==> src/icam_regs.vh <==
`ifndef ICAM_REGS_VH
`define ICAM_REGS_VH

// register indices; byte address is four times the index
`define ICAM_IDX_RXB 10'h28B
`define ICAM_IDX_TXB 10'h28C
`define ICAM_IDX_CNT 10'h28D
`define ICAM_IDX_ADB0 10'h28E
`define ICAM_IDX_ADB1 10'h28F
`define ICAM_IDX_ADR0 10'h290
`define ICAM_IDX_ADR1 10'h291
`define ICAM_IDX_ADR2 10'h292
`define ICAM_IDX_ADR3 10'h293
`define ICAM_IDX_CON0 10'h294
`define ICAM_IDX_CON1 10'h295
`define ICAM_IDX_CON2 10'h296
`define ICAM_IDX_ERR 10'h297
`define ICAM_IDX_STAT0 10'h298
`define ICAM_IDX_STAT1 10'h299
`define ICAM_IDX_EVFLG 10'h29A
`define ICAM_IDX_EVEN 10'h29B
`define ICAM_IDX_CLK 10'h29C
`define ICAM_IDX_BTO 10'h29D
`define ICAM_IDX_EVCLR 10'h29E

// reset values
`define ICAM_ADR02_RST 8'hFF
`define ICAM_ADR13_RST 8'hFE
`define ICAM_TXB_RST 8'h00

// control and status fields
`define ICAM_CON0_EN 7
`define ICAM_STAT0_BFRE 7
`define ICAM_STAT0_SMA 6
`define ICAM_STAT0_RW 4
`define ICAM_STAT0_DATA 3
`define ICAM_STAT1_TXBE 5
`define ICAM_STAT1_CLRBF 2
`define ICAM_STAT1_RXBF 0

// event flag positions
`define ICAM_EV_SC 0
`define ICAM_EV_RSC 1
`define ICAM_EV_PC 2
`define ICAM_EV_ADR 3
`define ICAM_EV_WR 4
`define ICAM_EV_ACKT 6
`define ICAM_EV_CNT 7

// operating modes
`define ICAM_MODE_7 3'h0
`define ICAM_MODE_7M 3'h1
`define ICAM_MODE_10 3'h2
`define ICAM_MODE_10M 3'h3
`define ICAM_MODE_MH 3'h6
`define ICAM_MODE_MHM 3'h7

// bus answers
`define ICAM_RESP_OKAY 2'h0
`define ICAM_RESP_DECERR 2'h3

`endif

==> src/icam_top.v <==
// Implementation choice: the AXI4-Lite interface to the registers.
`timescale 1ns/1ps
`default_nettype none
`include "icam_regs.vh"

module icam_top (
   // clock and reset
   input wire clock,
   input wire reset_n,
   // register bus write
   input wire [11:0] s_axi_awaddr,
   input wire s_axi_awvalid,
   output reg s_axi_awready,
   input wire [31:0] s_axi_wdata,
   input wire [3:0] s_axi_wstrb,
   input wire s_axi_wvalid,
   output reg s_axi_wready,
   output reg [1:0] s_axi_bresp,
   output reg s_axi_bvalid,
   input wire s_axi_bready,
   // register bus read
   input wire [11:0] s_axi_araddr,
   input wire s_axi_arvalid,
   output reg s_axi_arready,
   output reg [31:0] s_axi_rdata,
   output reg [1:0] s_axi_rresp,
   output reg s_axi_rvalid,
   input wire s_axi_rready,
   // i2c pins
   input wire sclIn,
   input wire sdaIn,
   output reg sdaOut,
   output reg sdaOe_n,
   // interrupt
   output reg irq
);

   localparam [2:0] ST_IDLE = 3'd0;
   localparam [2:0] ST_ADDR = 3'd1;
   localparam [2:0] ST_ADR2 = 3'd2;
   localparam [2:0] ST_WDATA = 3'd3;
   localparam [2:0] ST_RDATA = 3'd4;

   // bus holding registers
   reg awHeld_r, wHeld_r;
   reg [11:0] awAddr_r;
   reg [7:0] wByte_r;
   reg wStrb_r;
   // software registers
   reg [7:0] con0_r, con1_r, con2_r, err_r, clkSel_r, btoSel_r;
   reg [7:0] adr0_r, adr1_r, adr2_r, adr3_r;
   reg [7:0] txBuf_r, cnt_r, evEn_r;
   reg txbe_r, rxbf_r;
   // engine
   reg [1:0] sclSync_r, sdaSync_r;
   reg sclD_r, sdaD_r;
   reg [2:0] state_r, nextSt_r;
   reg ackPh_r, mAck_r, rw_r, tenHit_r, hiA_r;
   reg [3:0] bitCnt_r;
   reg [7:0] shift_r, txShift_r, rxBuf_r, adb0_r, adb1_r;
   reg evSc_r, evRsc_r, evPc_r, evAdr_r, evRx_r, evTx_r, evAck_r;
   wire [7:0] evFlags;

   // ---------------- register bus ----------------
   wire wrFire = awHeld_r && wHeld_r && !s_axi_bvalid;
   wire [9:0] wrIdx = awAddr_r[11:2];
   wire wrAligned = (awAddr_r[1:0] == 2'b00);
   wire wrMapped = wrAligned && wrIdx >= `ICAM_IDX_RXB && wrIdx <= `ICAM_IDX_EVCLR;
   wire wrEn = wrFire && wrMapped && wStrb_r;
   wire rdFire = s_axi_arvalid && s_axi_arready;
   wire [9:0] rdIdx = s_axi_araddr[11:2];
   wire rdAligned = (s_axi_araddr[1:0] == 2'b00);

   always @(posedge clock or negedge reset_n) begin
      if (!reset_n) begin
         s_axi_awready <= 1'b1;
         s_axi_wready <= 1'b1;
         s_axi_bvalid <= 1'b0;
         s_axi_bresp <= `ICAM_RESP_OKAY;
         awHeld_r <= 1'b0;
         wHeld_r <= 1'b0;
         awAddr_r <= 12'h000;
         wByte_r <= 8'h00;
         wStrb_r <= 1'b0;
      end else begin
         if (s_axi_awvalid && s_axi_awready) begin
            awAddr_r <= s_axi_awaddr;
            awHeld_r <= 1'b1;
            s_axi_awready <= 1'b0;
         end
         if (s_axi_wvalid && s_axi_wready) begin
            wByte_r <= s_axi_wdata[7:0];
            wStrb_r <= s_axi_wstrb[0];
            wHeld_r <= 1'b1;
            s_axi_wready <= 1'b0;
         end
         if (wrFire) begin
            s_axi_bvalid <= 1'b1;
            s_axi_bresp <= wrMapped ? `ICAM_RESP_OKAY : `ICAM_RESP_DECERR;
            awHeld_r <= 1'b0;
            wHeld_r <= 1'b0;
         end
         // ready returns only after the answer is taken: one write at a time
         if (s_axi_bvalid && s_axi_bready) begin
            s_axi_bvalid <= 1'b0;
            s_axi_awready <= 1'b1;
            s_axi_wready <= 1'b1;
         end
      end
   end

   reg [7:0] rdByte;
   reg rdHit;
   always @* begin
      rdHit = rdAligned;
      rdByte = 8'h00;
      case (rdIdx)
         `ICAM_IDX_RXB: rdByte = rxBuf_r;
         `ICAM_IDX_TXB: rdByte = 8'h00;
         `ICAM_IDX_CNT: rdByte = cnt_r;
         `ICAM_IDX_ADB0: rdByte = adb0_r;
         `ICAM_IDX_ADB1: rdByte = adb1_r;
         `ICAM_IDX_ADR0: rdByte = adr0_r;
         `ICAM_IDX_ADR1: rdByte = adr1_r;
         `ICAM_IDX_ADR2: rdByte = adr2_r;
         `ICAM_IDX_ADR3: rdByte = adr3_r;
         `ICAM_IDX_CON0: rdByte = con0_r;
         `ICAM_IDX_CON1: rdByte = con1_r;
         `ICAM_IDX_CON2: rdByte = con2_r;
         `ICAM_IDX_ERR: rdByte = err_r;
         `ICAM_IDX_STAT0: begin
            rdByte[`ICAM_STAT0_BFRE] = (state_r == ST_IDLE) && sclD_r && sdaD_r;
            rdByte[`ICAM_STAT0_SMA] = (state_r != ST_IDLE);
            rdByte[`ICAM_STAT0_RW] = rw_r;
            rdByte[`ICAM_STAT0_DATA] = (state_r == ST_WDATA) || (state_r == ST_RDATA);
         end
         `ICAM_IDX_STAT1: begin
            rdByte[`ICAM_STAT1_TXBE] = txbe_r;
            rdByte[`ICAM_STAT1_RXBF] = rxbf_r;
         end
         `ICAM_IDX_EVFLG: rdByte = evFlags;
         `ICAM_IDX_EVEN: rdByte = evEn_r;
         `ICAM_IDX_CLK: rdByte = clkSel_r;
         `ICAM_IDX_BTO: rdByte = btoSel_r;
         `ICAM_IDX_EVCLR: rdByte = 8'h00;
         default: rdHit = 1'b0;
      endcase
   end

   always @(posedge clock or negedge reset_n) begin
      if (!reset_n) begin
         s_axi_arready <= 1'b1;
         s_axi_rvalid <= 1'b0;
         s_axi_rdata <= 32'h00000000;
         s_axi_rresp <= `ICAM_RESP_OKAY;
      end else begin
         if (rdFire) begin
            s_axi_arready <= 1'b0;
            s_axi_rvalid <= 1'b1;
            s_axi_rdata <= {24'h000000, rdHit ? rdByte : 8'h00};
            s_axi_rresp <= rdHit ? `ICAM_RESP_OKAY : `ICAM_RESP_DECERR;
         end
         if (s_axi_rvalid && s_axi_rready) begin
            s_axi_rvalid <= 1'b0;
            s_axi_arready <= 1'b1;
         end
      end
   end

   // ---------------- software registers ----------------
   wire rdRxb = rdFire && rdAligned && rdIdx == `ICAM_IDX_RXB;
   wire clrBuf = wrEn && wrIdx == `ICAM_IDX_STAT1 && wByte_r[`ICAM_STAT1_CLRBF];
   wire cntWr = wrEn && wrIdx == `ICAM_IDX_CNT;
   wire evByte = evRx_r || evTx_r;
   wire evCnt = evByte && !cntWr && cnt_r == 8'h01;

   always @(posedge clock or negedge reset_n) begin
      if (!reset_n) begin
         con0_r <= 8'h00;
         con1_r <= 8'h00;
         con2_r <= 8'h00;
         err_r <= 8'h00;
         clkSel_r <= 8'h00;
         btoSel_r <= 8'h00;
         adr0_r <= `ICAM_ADR02_RST;
         adr1_r <= `ICAM_ADR13_RST;
         adr2_r <= `ICAM_ADR02_RST;
         adr3_r <= `ICAM_ADR13_RST;
         txBuf_r <= `ICAM_TXB_RST;
         cnt_r <= 8'h00;
         evEn_r <= 8'h00;
         txbe_r <= 1'b1;
         rxbf_r <= 1'b0;
      end else begin
         if (wrEn) begin
            case (wrIdx)
               `ICAM_IDX_TXB: txBuf_r <= wByte_r;
               `ICAM_IDX_ADR0: adr0_r <= wByte_r;
               `ICAM_IDX_ADR1: adr1_r <= {wByte_r[7:1], 1'b0};
               `ICAM_IDX_ADR2: adr2_r <= wByte_r;
               `ICAM_IDX_ADR3: adr3_r <= {wByte_r[7:1], 1'b0};
               `ICAM_IDX_CON0: con0_r <= wByte_r;
               `ICAM_IDX_CON1: con1_r <= wByte_r;
               `ICAM_IDX_CON2: con2_r <= wByte_r;
               `ICAM_IDX_ERR: err_r <= wByte_r;
               `ICAM_IDX_EVEN: evEn_r <= wByte_r;
               `ICAM_IDX_CLK: clkSel_r <= wByte_r;
               `ICAM_IDX_BTO: btoSel_r <= wByte_r;
               default: ; // receive buffer and capture registers keep their value
            endcase
         end
         if (cntWr)
            cnt_r <= wByte_r;
         else if (evByte && cnt_r != 8'h00)
            cnt_r <= cnt_r - 8'h01;
         // hardware event wins over a same-cycle software clear
         if (evRx_r)
            rxbf_r <= 1'b1;
         else if (rdRxb || clrBuf)
            rxbf_r <= 1'b0;
         if (evTx_r || clrBuf)
            txbe_r <= 1'b1;
         else if (wrEn && wrIdx == `ICAM_IDX_TXB)
            txbe_r <= 1'b0;
      end
   end

   // ---------------- event flags and interrupt ----------------
   wire [7:0] evSet = {evCnt, evAck_r, 1'b0, evRx_r, evAdr_r, evPc_r, evRsc_r, evSc_r};
   wire [7:0] evClr = (wrEn && wrIdx == `ICAM_IDX_EVCLR) ? wByte_r : 8'h00;
   genvar g;
   generate
      for (g = 0; g < 8; g = g + 1) begin : flagBit
         reg flag_r;
         always @(posedge clock or negedge reset_n) begin
            if (!reset_n)
               flag_r <= 1'b0;
            else if (evSet[g])
               flag_r <= 1'b1;
            else if (evClr[g])
               flag_r <= 1'b0;
         end
         assign evFlags[g] = flag_r;
      end
   endgenerate

   always @(posedge clock or negedge reset_n) begin
      if (!reset_n)
         irq <= 1'b0;
      else
         irq <= |(evFlags & evEn_r);
   end

   // ---------------- address comparison ----------------
   wire [2:0] mode = con0_r[2:0];
   wire enable = con0_r[`ICAM_CON0_EN];
   wire mode7u = (mode == `ICAM_MODE_7) || (mode == `ICAM_MODE_MH);
   wire mode7m = (mode == `ICAM_MODE_7M) || (mode == `ICAM_MODE_MHM);
   wire mode10 = (mode == `ICAM_MODE_10) || (mode == `ICAM_MODE_10M);
   // bit 0 is the R/W bit and never takes part in a 7-bit compare
   wire hit7u = (shift_r[7:1] == adr0_r[7:1]) ||
                (shift_r[7:1] == adr1_r[7:1]) ||
                (shift_r[7:1] == adr2_r[7:1]) ||
                (shift_r[7:1] == adr3_r[7:1]);
   wire hit7m = (((shift_r[7:1] ^ adr0_r[7:1]) & ~adr1_r[7:1]) == 7'h00) ||
                (((shift_r[7:1] ^ adr2_r[7:1]) & ~adr3_r[7:1]) == 7'h00);
   wire hit7 = (mode7u && hit7u) || (mode7m && hit7m);
   wire hiA = (shift_r[7:1] == adr1_r[7:1]);
   wire hiB = (shift_r[7:1] == adr3_r[7:1]);
   wire hiM = (shift_r[7:3] == adr1_r[7:3]) &&
              (((shift_r[2:1] ^ adr1_r[2:1]) & ~adr3_r[2:1]) == 2'b00);
   wire hiHit = (mode == `ICAM_MODE_10M) ? hiM : (hiA || hiB);
   wire loHit = (mode == `ICAM_MODE_10M) ?
                (((shift_r ^ adr0_r) & ~adr2_r) == 8'h00) :
                (hiA_r ? (shift_r == adr0_r) : (shift_r == adr2_r));

   // ---------------- link engine ----------------
   // first stage feeds only the second; edges come from stage two and its delay
   wire sclS = sclSync_r[1];
   wire sdaS = sdaSync_r[1];
   wire sclRise = sclS && !sclD_r;
   wire sclFall = !sclS && sclD_r;
   wire startCond = sclS && sclD_r && sdaD_r && !sdaS;
   wire stopCond = sclS && sclD_r && !sdaD_r && sdaS;

   always @(posedge clock or negedge reset_n) begin
      if (!reset_n) begin
         sclSync_r <= 2'b11;
         sdaSync_r <= 2'b11;
         sclD_r <= 1'b1;
         sdaD_r <= 1'b1;
         sdaOut <= 1'b0;
      end else begin
         sclSync_r <= {sclSync_r[0], sclIn};
         sdaSync_r <= {sdaSync_r[0], sdaIn};
         sclD_r <= sclS;
         sdaD_r <= sdaS;
         sdaOut <= 1'b0; // open drain: only ever pulls low
      end
   end

   always @(posedge clock or negedge reset_n) begin
      if (!reset_n) begin
         state_r <= ST_IDLE;
         nextSt_r <= ST_IDLE;
         ackPh_r <= 1'b0;
         mAck_r <= 1'b0;
         rw_r <= 1'b0;
         tenHit_r <= 1'b0;
         hiA_r <= 1'b0;
         bitCnt_r <= 4'h0;
         shift_r <= 8'h00;
         txShift_r <= 8'h00;
         rxBuf_r <= 8'h00;
         adb0_r <= 8'h00;
         adb1_r <= 8'h00;
         sdaOe_n <= 1'b1;
         evSc_r <= 1'b0;
         evRsc_r <= 1'b0;
         evPc_r <= 1'b0;
         evAdr_r <= 1'b0;
         evRx_r <= 1'b0;
         evTx_r <= 1'b0;
         evAck_r <= 1'b0;
      end else begin
         evSc_r <= 1'b0;
         evRsc_r <= 1'b0;
         evPc_r <= 1'b0;
         evAdr_r <= 1'b0;
         evRx_r <= 1'b0;
         evTx_r <= 1'b0;
         evAck_r <= 1'b0;
         if (!enable) begin
            state_r <= ST_IDLE;
            ackPh_r <= 1'b0;
            tenHit_r <= 1'b0;
            sdaOe_n <= 1'b1;
         end else if (startCond) begin
            evRsc_r <= (state_r != ST_IDLE);
            evSc_r <= (state_r == ST_IDLE);
            state_r <= ST_ADDR;
            bitCnt_r <= 4'h0;
            ackPh_r <= 1'b0;
            sdaOe_n <= 1'b1;
         end else if (stopCond) begin
            evPc_r <= (state_r != ST_IDLE);
            state_r <= ST_IDLE;
            ackPh_r <= 1'b0;
            tenHit_r <= 1'b0;
            sdaOe_n <= 1'b1;
         end else if (state_r != ST_IDLE && sclRise) begin
            if (ackPh_r) begin
               if (state_r == ST_RDATA)
                  mAck_r <= !sdaS;
            end else begin
               bitCnt_r <= bitCnt_r + 4'h1;
               if (state_r != ST_RDATA)
                  shift_r <= {shift_r[6:0], sdaS};
            end
         end else if (state_r != ST_IDLE && sclFall) begin
            if (ackPh_r) begin
               ackPh_r <= 1'b0;
               bitCnt_r <= 4'h0;
               if (state_r == ST_RDATA && !mAck_r) begin
                  state_r <= ST_IDLE;
                  sdaOe_n <= 1'b1;
               end else begin
                  state_r <= nextSt_r;
                  if (nextSt_r == ST_RDATA) begin
                     txShift_r <= txBuf_r;
                     sdaOe_n <= txBuf_r[7];
                     evTx_r <= 1'b1;
                  end else begin
                     sdaOe_n <= 1'b1;
                  end
               end
            end else if (bitCnt_r == 4'h8) begin
               ackPh_r <= 1'b1;
               sdaOe_n <= 1'b1;
               nextSt_r <= ST_IDLE;
               case (state_r)
                  ST_ADDR: begin
                     if (mode10 && hiHit && (!shift_r[0] || tenHit_r)) begin
                        sdaOe_n <= 1'b0;
                        evAck_r <= 1'b1;
                        adb1_r <= shift_r;
                        rw_r <= shift_r[0];
                        hiA_r <= hiA;
                        nextSt_r <= shift_r[0] ? ST_RDATA : ST_ADR2;
                        evAdr_r <= shift_r[0];
                     end else if (!mode10 && hit7) begin
                        sdaOe_n <= 1'b0;
                        evAck_r <= 1'b1;
                        adb0_r <= shift_r;
                        rw_r <= shift_r[0];
                        nextSt_r <= shift_r[0] ? ST_RDATA : ST_WDATA;
                        evAdr_r <= 1'b1;
                     end
                  end
                  ST_ADR2: begin
                     if (loHit) begin
                        sdaOe_n <= 1'b0;
                        evAck_r <= 1'b1;
                        adb0_r <= shift_r;
                        tenHit_r <= 1'b1;
                        nextSt_r <= ST_WDATA;
                        evAdr_r <= 1'b1;
                     end
                  end
                  ST_WDATA: begin
                     // a full receive buffer refuses the byte rather than lose one
                     if (!rxbf_r) begin
                        sdaOe_n <= 1'b0;
                        evAck_r <= 1'b1;
                        rxBuf_r <= shift_r;
                        evRx_r <= 1'b1;
                        nextSt_r <= ST_WDATA;
                     end
                  end
                  default: nextSt_r <= ST_RDATA;
               endcase
            end else if (state_r == ST_RDATA) begin
               sdaOe_n <= txShift_r[6];
               txShift_r <= {txShift_r[6:0], 1'b0};
            end
         end
      end
   end

endmodule
`default_nettype wire

==> config.mk <==
export PLATFORM = sky130hd
export DESIGN_NAME = icam_top
export DESIGN_NICKNAME = d
export VERILOG_FILES = /design/src/icam_top.v
export VERILOG_INCLUDE_DIRS = /design/src
export SDC_FILE = /design/constraint.sdc
export NUM_CORES = 1
export LEC_CHECK = 0
export BUFFER_PORTS_ARGS = -buffer_cell sky130_fd_sc_hd__buf_2
export CAP_MARGIN = 20
export CORE_ASPECT_RATIO = 0.8
export CORE_MARGIN = 1.5
export CORE_UTILIZATION = 59
export DETAILED_ROUTE_END_ITERATION = 8
export PLACE_DENSITY = 0.77
export SETUP_SLACK_MARGIN = 0.2
export SYNTH_ARGS = -nofsm -noshare
export SYNTH_HDL_FRONTEND = slang
export SYNTH_SLANG_ARGS = --single-unit
==> constraint.sdc <==
create_clock -name clock -period 3.1 [get_ports clock]
set_input_delay 0.62 -clock clock [delete_from_list [all_inputs] [get_ports clock]]
set_output_delay 0.62 -clock clock [all_outputs]
set_load 0.01 [all_outputs]
==> flow_metrics.env, run 1 <==
export IMPL_clock_fmax_ghz=0.375
export IMPL_grt_pass1_vias=7663
export IMPL_top_register="awAddr_r"
export IMPL_place_congestion=1.02
export IMPL_r2r_start="shift_r[7]"
export IMPL_die_y_um=125
export IMPL_avgSynthCellArea_um2=11.6
export IMPL_yosysWarnings=0
export IMPL_worstPathArrival_ns=3.06
export IMPL_rrSetupSlack_ns=0.44
export IMPL_synthFlopType="dfrtp_1"
export IMPL_drv_cap=0
export IMPL_critPathMaxFanout=8
export IMPL_synth_commonest_cells="177 x dfrtp_1, 133 x mux2_2, 98 x nand2_1"
export IMPL_synth_most_common_cell="dfrtp_1"
export IMPL_wl_per_cell_um=22.9
export IMPL_cp_required_ns=3.49
export IMPL_grt_pass1_wl_um=44300
export IMPL_synth_area_mm2=0.0109
export IMPL_cts_buffers=22
export IMPL_fillers=1373
export IMPL_nets=1076
export IMPL_synth_edf_count=0
export IMPL_synth_seq_cells=218
export IMPL_rows=44
export IMPL_ant_nets=0
export IMPL_gr_total_overflow=0
export IMPL_p_leak_nw=5.59
export IMPL_via_count=7997
export IMPL_setup_slack_ns=0.437
export IMPL_fin_tns_setup_ns=0
export IMPL_hp_class="in2async"
export IMPL_hold_ws_ns=0.0448
export IMPL_yosysTopAreaCell="dfrtp_1"
export IMPL_critPathKind="reg2reg"
export IMPL_core_mm2=0.0181
export IMPL_startpoint_type="flip-flop"
export IMPL_antenna_found_initial=0
export IMPL_async_reset_ff_frac=1.00
export IMPL_grt_max_degree=85
export IMPL_hold_violations=0
export IMPL_die_area_mm2=0.0193
export IMPL_fin_skew_ns=0.0159
export IMPL_tightest_slew_ns=0.850
export IMPL_r2r_cells=7
export IMPL_port_buffers=60
export IMPL_clk_latency_ns=0.52
export IMPL_worstSetupEndpoint="adb0_r[7]"
export IMPL_yosysUniqueCellTypes=94
export IMPL_rsz0062_at_grt="no"
export IMPL_place_area_mm2=0.0114
export IMPL_end_kind="flip-flop"
export IMPL_htreeDepth=1
export IMPL_initial_core_util=0.603
export IMPL_ys_top_cells_by_area="dfrtp_1 41%, mux2_2 14%, dfstp_2 9.9%, nand2_1 3.4%, xnor2_1 2.4%"
export IMPL_synthCells=940
export IMPL_irDropWorstVdd_mv=0.539
export IMPL_viasPerCell=6.40
export IMPL_r2r_end="adb0_r[7]"
export IMPL_route_detailed_drc=0
export IMPL_final_period_utilization=0.859
export IMPL_die_w_um=155
export IMPL_netlist_area_leader_share=0.406
export IMPL_multi_input_area_mm2=0.00502
export IMPL_seq_area_frac_synth=0.505
export IMPL_fin_crit_ns=2.66
export IMPL_post_place_cells=1209
export IMPL_drive_gt1_frac=0.336
export IMPL_syn2layout_area_growth_pct=10.9
export IMPL_largest_reg_flops=12
export IMPL_num_antenna_cells=0
export IMPL_final_area_mm2=0.0121
export IMPL_cts_tree="yes"
export IMPL_cts_root_buf="clkbuf_16"
export IMPL_final_cells=1249
export IMPL_slew_headroom=0.428
export IMPL_regArea_mm2=0.00551
export IMPL_drt_wl_total_um=28600
export IMPL_worstSetupStartpoint="shift_r[7]"
export IMPL_cts_sinks=218
export IMPL_status="completed"
export IMPL_firstDrtPassIters=8
export IMPL_clk_pin_slew_ns=0.06
export IMPL_track_usage=0.303
export IMPL_power_density_mw_per_mm2=557
export IMPL_setup_viol=0
export IMPL_dp_hpwl_um=20500
export IMPL_initialDrtViolationCount=781
export IMPL_cts_buffer_depth=3
export IMPL_final_max_slew_violation_count=0
export IMPL_io_pins=113
export IMPL_dp_slack_ns=0.336
how the worst min path moves through the flow:
stage	start	end	slack [ns]	cells past startpoint
detailed placement	sdaSync_r[0]	sdaSync_r[1]	0.35	0
global placement	sdaSync_r[0]	sdaSync_r[1]	0.35	0
global route	reset_n	con0_r[2]	0.08	1
finish	reset_n	state_r[2]	0.04	1
CTS	reset_n	bitCnt_r[0]	0.06	1
floorplan	reset_n	ackPh_r	0.32	0
kinds of logic (layout without fill, tap and decap cells):
kind of cell | count (synthesis) | count (layout) | synth area share
simple gates | 275 | 275 | 0.139
flops | 218 | 218 | 0.505
compound gates | 164 | 164 | 0.111
mux | 154 | 154 | 0.161
buf+inv | 82 | 137 | 0.0441
xor+xnor | 42 | 42 | 0.0351
fa+ha+maj | 4 | 4 | 0.00459
other cells | 1 | 25 | 0.000344
stage by stage:
stage	util	power [mW]
floorplan	-	3.73
global placement	0.627	4.03
detailed placement	0.627	4.06
CTS	0.668	6.77
global route	0.668	6.98
finish	0.668	6.75
power by group:
| group | leakage [nW] | switching [mW] | total (mW) | internal [mW] |
|---|---|---|---|---|
| clock network | 0.375 | 1.12 | 2.71 | 1.59 |
| logic | 2.37 | 0.269 | 0.509 | 0.240 |
| registers | 2.84 | 0.507 | 3.53 | 3.02 |
| total | 5.59 | 1.89 | 6.75 | 4.86 |
metal layers:
| metal | vias up | GRT usage | part of all wire | wire length (um) |
|---|---|---|---|---|
| li1 | 3502 | - | - | - |
| met1 | 4013 | 0.446 | 0.43 | 12200 |
| met2 | 410 | 0.443 | 0.44 | 12500 |
| met3 | 72 | 0.0654 | 0.10 | 2910 |
| met4 | 0 | 0.110 | 0.035 | 1010 |
| met5 | - | 0 | 0 | 0 |
final cells by class:
cell class / count / area share
multi-input combinational: 664 / 0.414
timing repair buffer: 80 / 0.0401
clock inverter: 12 / 0.0102
sequential: 218 / 0.455
clock buffer: 28 / 0.0515
tap: 230 / 0.0238
inverter: 17 / 0.00527
worst max-delay path: stages, from the launching register on:
cell,delay [ns]
dfrtp_1,0.54
xnor2_1,0.42
o22ai_1,0.16
nor4_2,0.29
o211ai_1,0.19
a21oi_2,0.29
a32oi_4,0.28
mux2_4,0.37
placed cells by master, fill, tap and decap left out, types with 17 or more instances in the layout:
cell type,netlist,layout
buf_4,32,18
dfrtp_1,177,177
mux2_2,133,133
xnor2_1,30,30
buf_2,12,59
clkbuf_16,0,22
a21oi_1,20,20
inv_1,17,17
nor2_1,45,45
nor3_1,20,20
nand2_1,98,98
o21ai_0,25,25
conb_1,1,25
a22oi_1,34,34
dfstp_2,41,41
repair_timing:
item / CTS / global route
setup buffers: 0 / 0
hold buffers: 0 / 0
endpoints found under the setup margin: 0 / 8
resized for setup: 0 / 1
Power figures use the tool's default switching activity.
==> run 2, diff against run 1 <==
==> constraint.sdc (replaced) <==
create_clock -name clock -period 2.85 [get_ports clock]
set_input_delay 0.57 -clock clock [delete_from_list [all_inputs] [get_ports clock]]
set_output_delay 0.57 -clock clock [all_outputs]
set_load 0.01 [all_outputs]
==> flow_metrics.env, run 2 (synthesis results as in run 1) <==
export IMPL_cts_root_buf="clkbuf_16"
export IMPL_cts_sinks=218
export IMPL_top_register="awAddr_r"
export IMPL_track_usage=0.311
export IMPL_fin_skew_ns=0.0292
export IMPL_irDropWorstVdd_mv=0.654
export IMPL_mostFrequentLayoutCells="176 x dfrtp_1, 133 x mux2_2, 98 x nand2_1"
export IMPL_slew_headroom=0.469
export IMPL_power_density_mw_per_mm2=607
export IMPL_p_leak_nw=5.70
export IMPL_fin_crit_ns=2.58
export IMPL_drive_gt1_frac=0.351
export IMPL_rows=44
export IMPL_r2r_end="adb0_r[5]"
export IMPL_tightest_slew_ns=0.797
export IMPL_cts_buffer_depth=3
export IMPL_ant_nets=0
export IMPL_wl_per_cell_um=23.3
export IMPL_setup_viol=0
export IMPL_initialDrtViolationCount=837
export IMPL_drv_cap=0
export IMPL_dp_hpwl_um=21300
export IMPL_antenna_found_initial=0
export IMPL_die_w_um=155
export IMPL_critPathMaxFanout=8
export IMPL_rsz0062_at_grt="no"
export IMPL_viasPerCell=6.34
export IMPL_place_area_mm2=0.0115
export IMPL_hold_buffers=0
export IMPL_port_buffers=60
export IMPL_cts_buffers=22
export IMPL_fin_tns_setup_ns=0
export IMPL_num_antenna_cells=0
export IMPL_fillers=1351
export IMPL_r2r_start="shift_r[7]"
export IMPL_final_area_mm2=0.0123
export IMPL_clk_latency_ns=0.54
export IMPL_syn2layout_area_growth_pct=13.1
export IMPL_worstPathArrival_ns=2.97
export IMPL_place_congestion=0.986
export IMPL_die_y_um=125
export IMPL_grt_pass1_wl_um=45800
export IMPL_critPathKind="reg2reg"
export IMPL_clock_fmax_ghz=0.388
export IMPL_r2r_cells=7
export IMPL_via_count=8041
export IMPL_initial_core_util=0.603
export IMPL_status="completed"
export IMPL_p_total_mw=7.49
export IMPL_nets=1095
export IMPL_drt_wl_total_um=29500
export IMPL_cp_required_ns=3.24
export IMPL_gr_total_overflow=0
export IMPL_largest_reg_flops=12
export IMPL_route_detailed_drc=0
export IMPL_hold_violations=0
export IMPL_hp_class="in2async"
export IMPL_grt_max_degree=64
export IMPL_startpoint_type="flip-flop"
export IMPL_htreeDepth=1
export IMPL_rrSetupSlack_ns=0.27
export IMPL_die_area_mm2=0.0193
export IMPL_final_period_utilization=0.904
export IMPL_cts_tree="yes"
export IMPL_grt_pass1_vias=7841
export IMPL_end_kind="flip-flop"
export IMPL_clk_pin_slew_ns=0.07
export IMPL_core_mm2=0.0181
export IMPL_final_max_slew_violation_count=0
export IMPL_io_pins=113
export IMPL_final_common_cell="dfrtp_1"
export IMPL_firstDrtPassIters=6
-- run 2: cell types whose count changed in the layout (fill, tap and decap cells not counted), sizes merged --
cell      previous run  this run
buf                 80        99
clkinv               9         5
clkbuf              28        30
bufinv               2         3
clkinvlp             1         2
-- run 2: critical path, stage by stage (launching register included) --
cell and delay (ns):
dfrtp_1 0.48, xnor2_1 0.39, o22ai_1 0.17, nor4_2 0.29, o211ai_1 0.19, a21oi_2 0.31
a32oi_4 0.26, mux2_4 0.36
-- run 2: worst max-delay path by stage --
stage / start / to / slack [ns]
floorplan: s_axi_araddr[10] / s_axi_rdata[7] / 0.61
global placement: s_axi_araddr[10] / s_axi_rdata[4] / 0.21
detailed placement: s_axi_araddr[10] / s_axi_rdata[4] / 0.18
CTS: shift_r[2] / adb1_r[0] / 0.25
global route: shift_r[7] / adb1_r[0] / 0.20
finish: shift_r[7] / adb0_r[5] / 0.27
-- run 2: cell type report --
| class | instances | area (um2) | area share |
|---|---|---|---|
| Sequential cell | 218 | 5510 | 0.446 |
| Multi-Input combinational cell | 664 | 5070 | 0.410 |
| Timing Repair Buffer | 99 | 653 | 0.0529 |
| Clock buffer | 30 | 621 | 0.0503 |
| Tap cell | 230 | 288 | 0.0233 |
| Clock inverter | 10 | 149 | 0.0121 |
| Inverter | 17 | 63.8 | 0.00517 |
-- run 2: per-layer routing --
metal	GRT usage	wire, um
met5	0	0
met4	0.0956	935
met3	0.0797	3020
met2	0.447	12700
met1	0.464	12800
-- run 2: power by group --
group,leakage (nW),total (mW),switching (mW),internal [mW]
clock network,0.370,3.09,1.27,1.81
registers,2.84,3.78,0.491,3.29
logic,2.49,0.628,0.340,0.288
total,5.70,7.49,2.10,5.39
-- run 2: repair_timing --
item                       in CTS  in global routing
setup buffers                   0                  3
setup endpoints to repair       0                 84
resized for setup               0                  9
-- run 2: stage by stage --
| step | worst slack, ns | cells | utilization | hold slack (ns) |
|---|---|---|---|---|
| after floorplan | 0.613 | 964 | - | 0.274 |
| after detailed placement | 0.176 | 1225 | 0.634 | 0.347 |
| after global placement | 0.210 | 1225 | 0.634 | 0.346 |
| after global routing | 0.198 | 1268 | 0.682 | 0.0348 |
| after CTS | 0.247 | 1265 | 0.677 | 0.00721 |
| final | 0.272 | 1268 | 0.682 | 0.00269 |
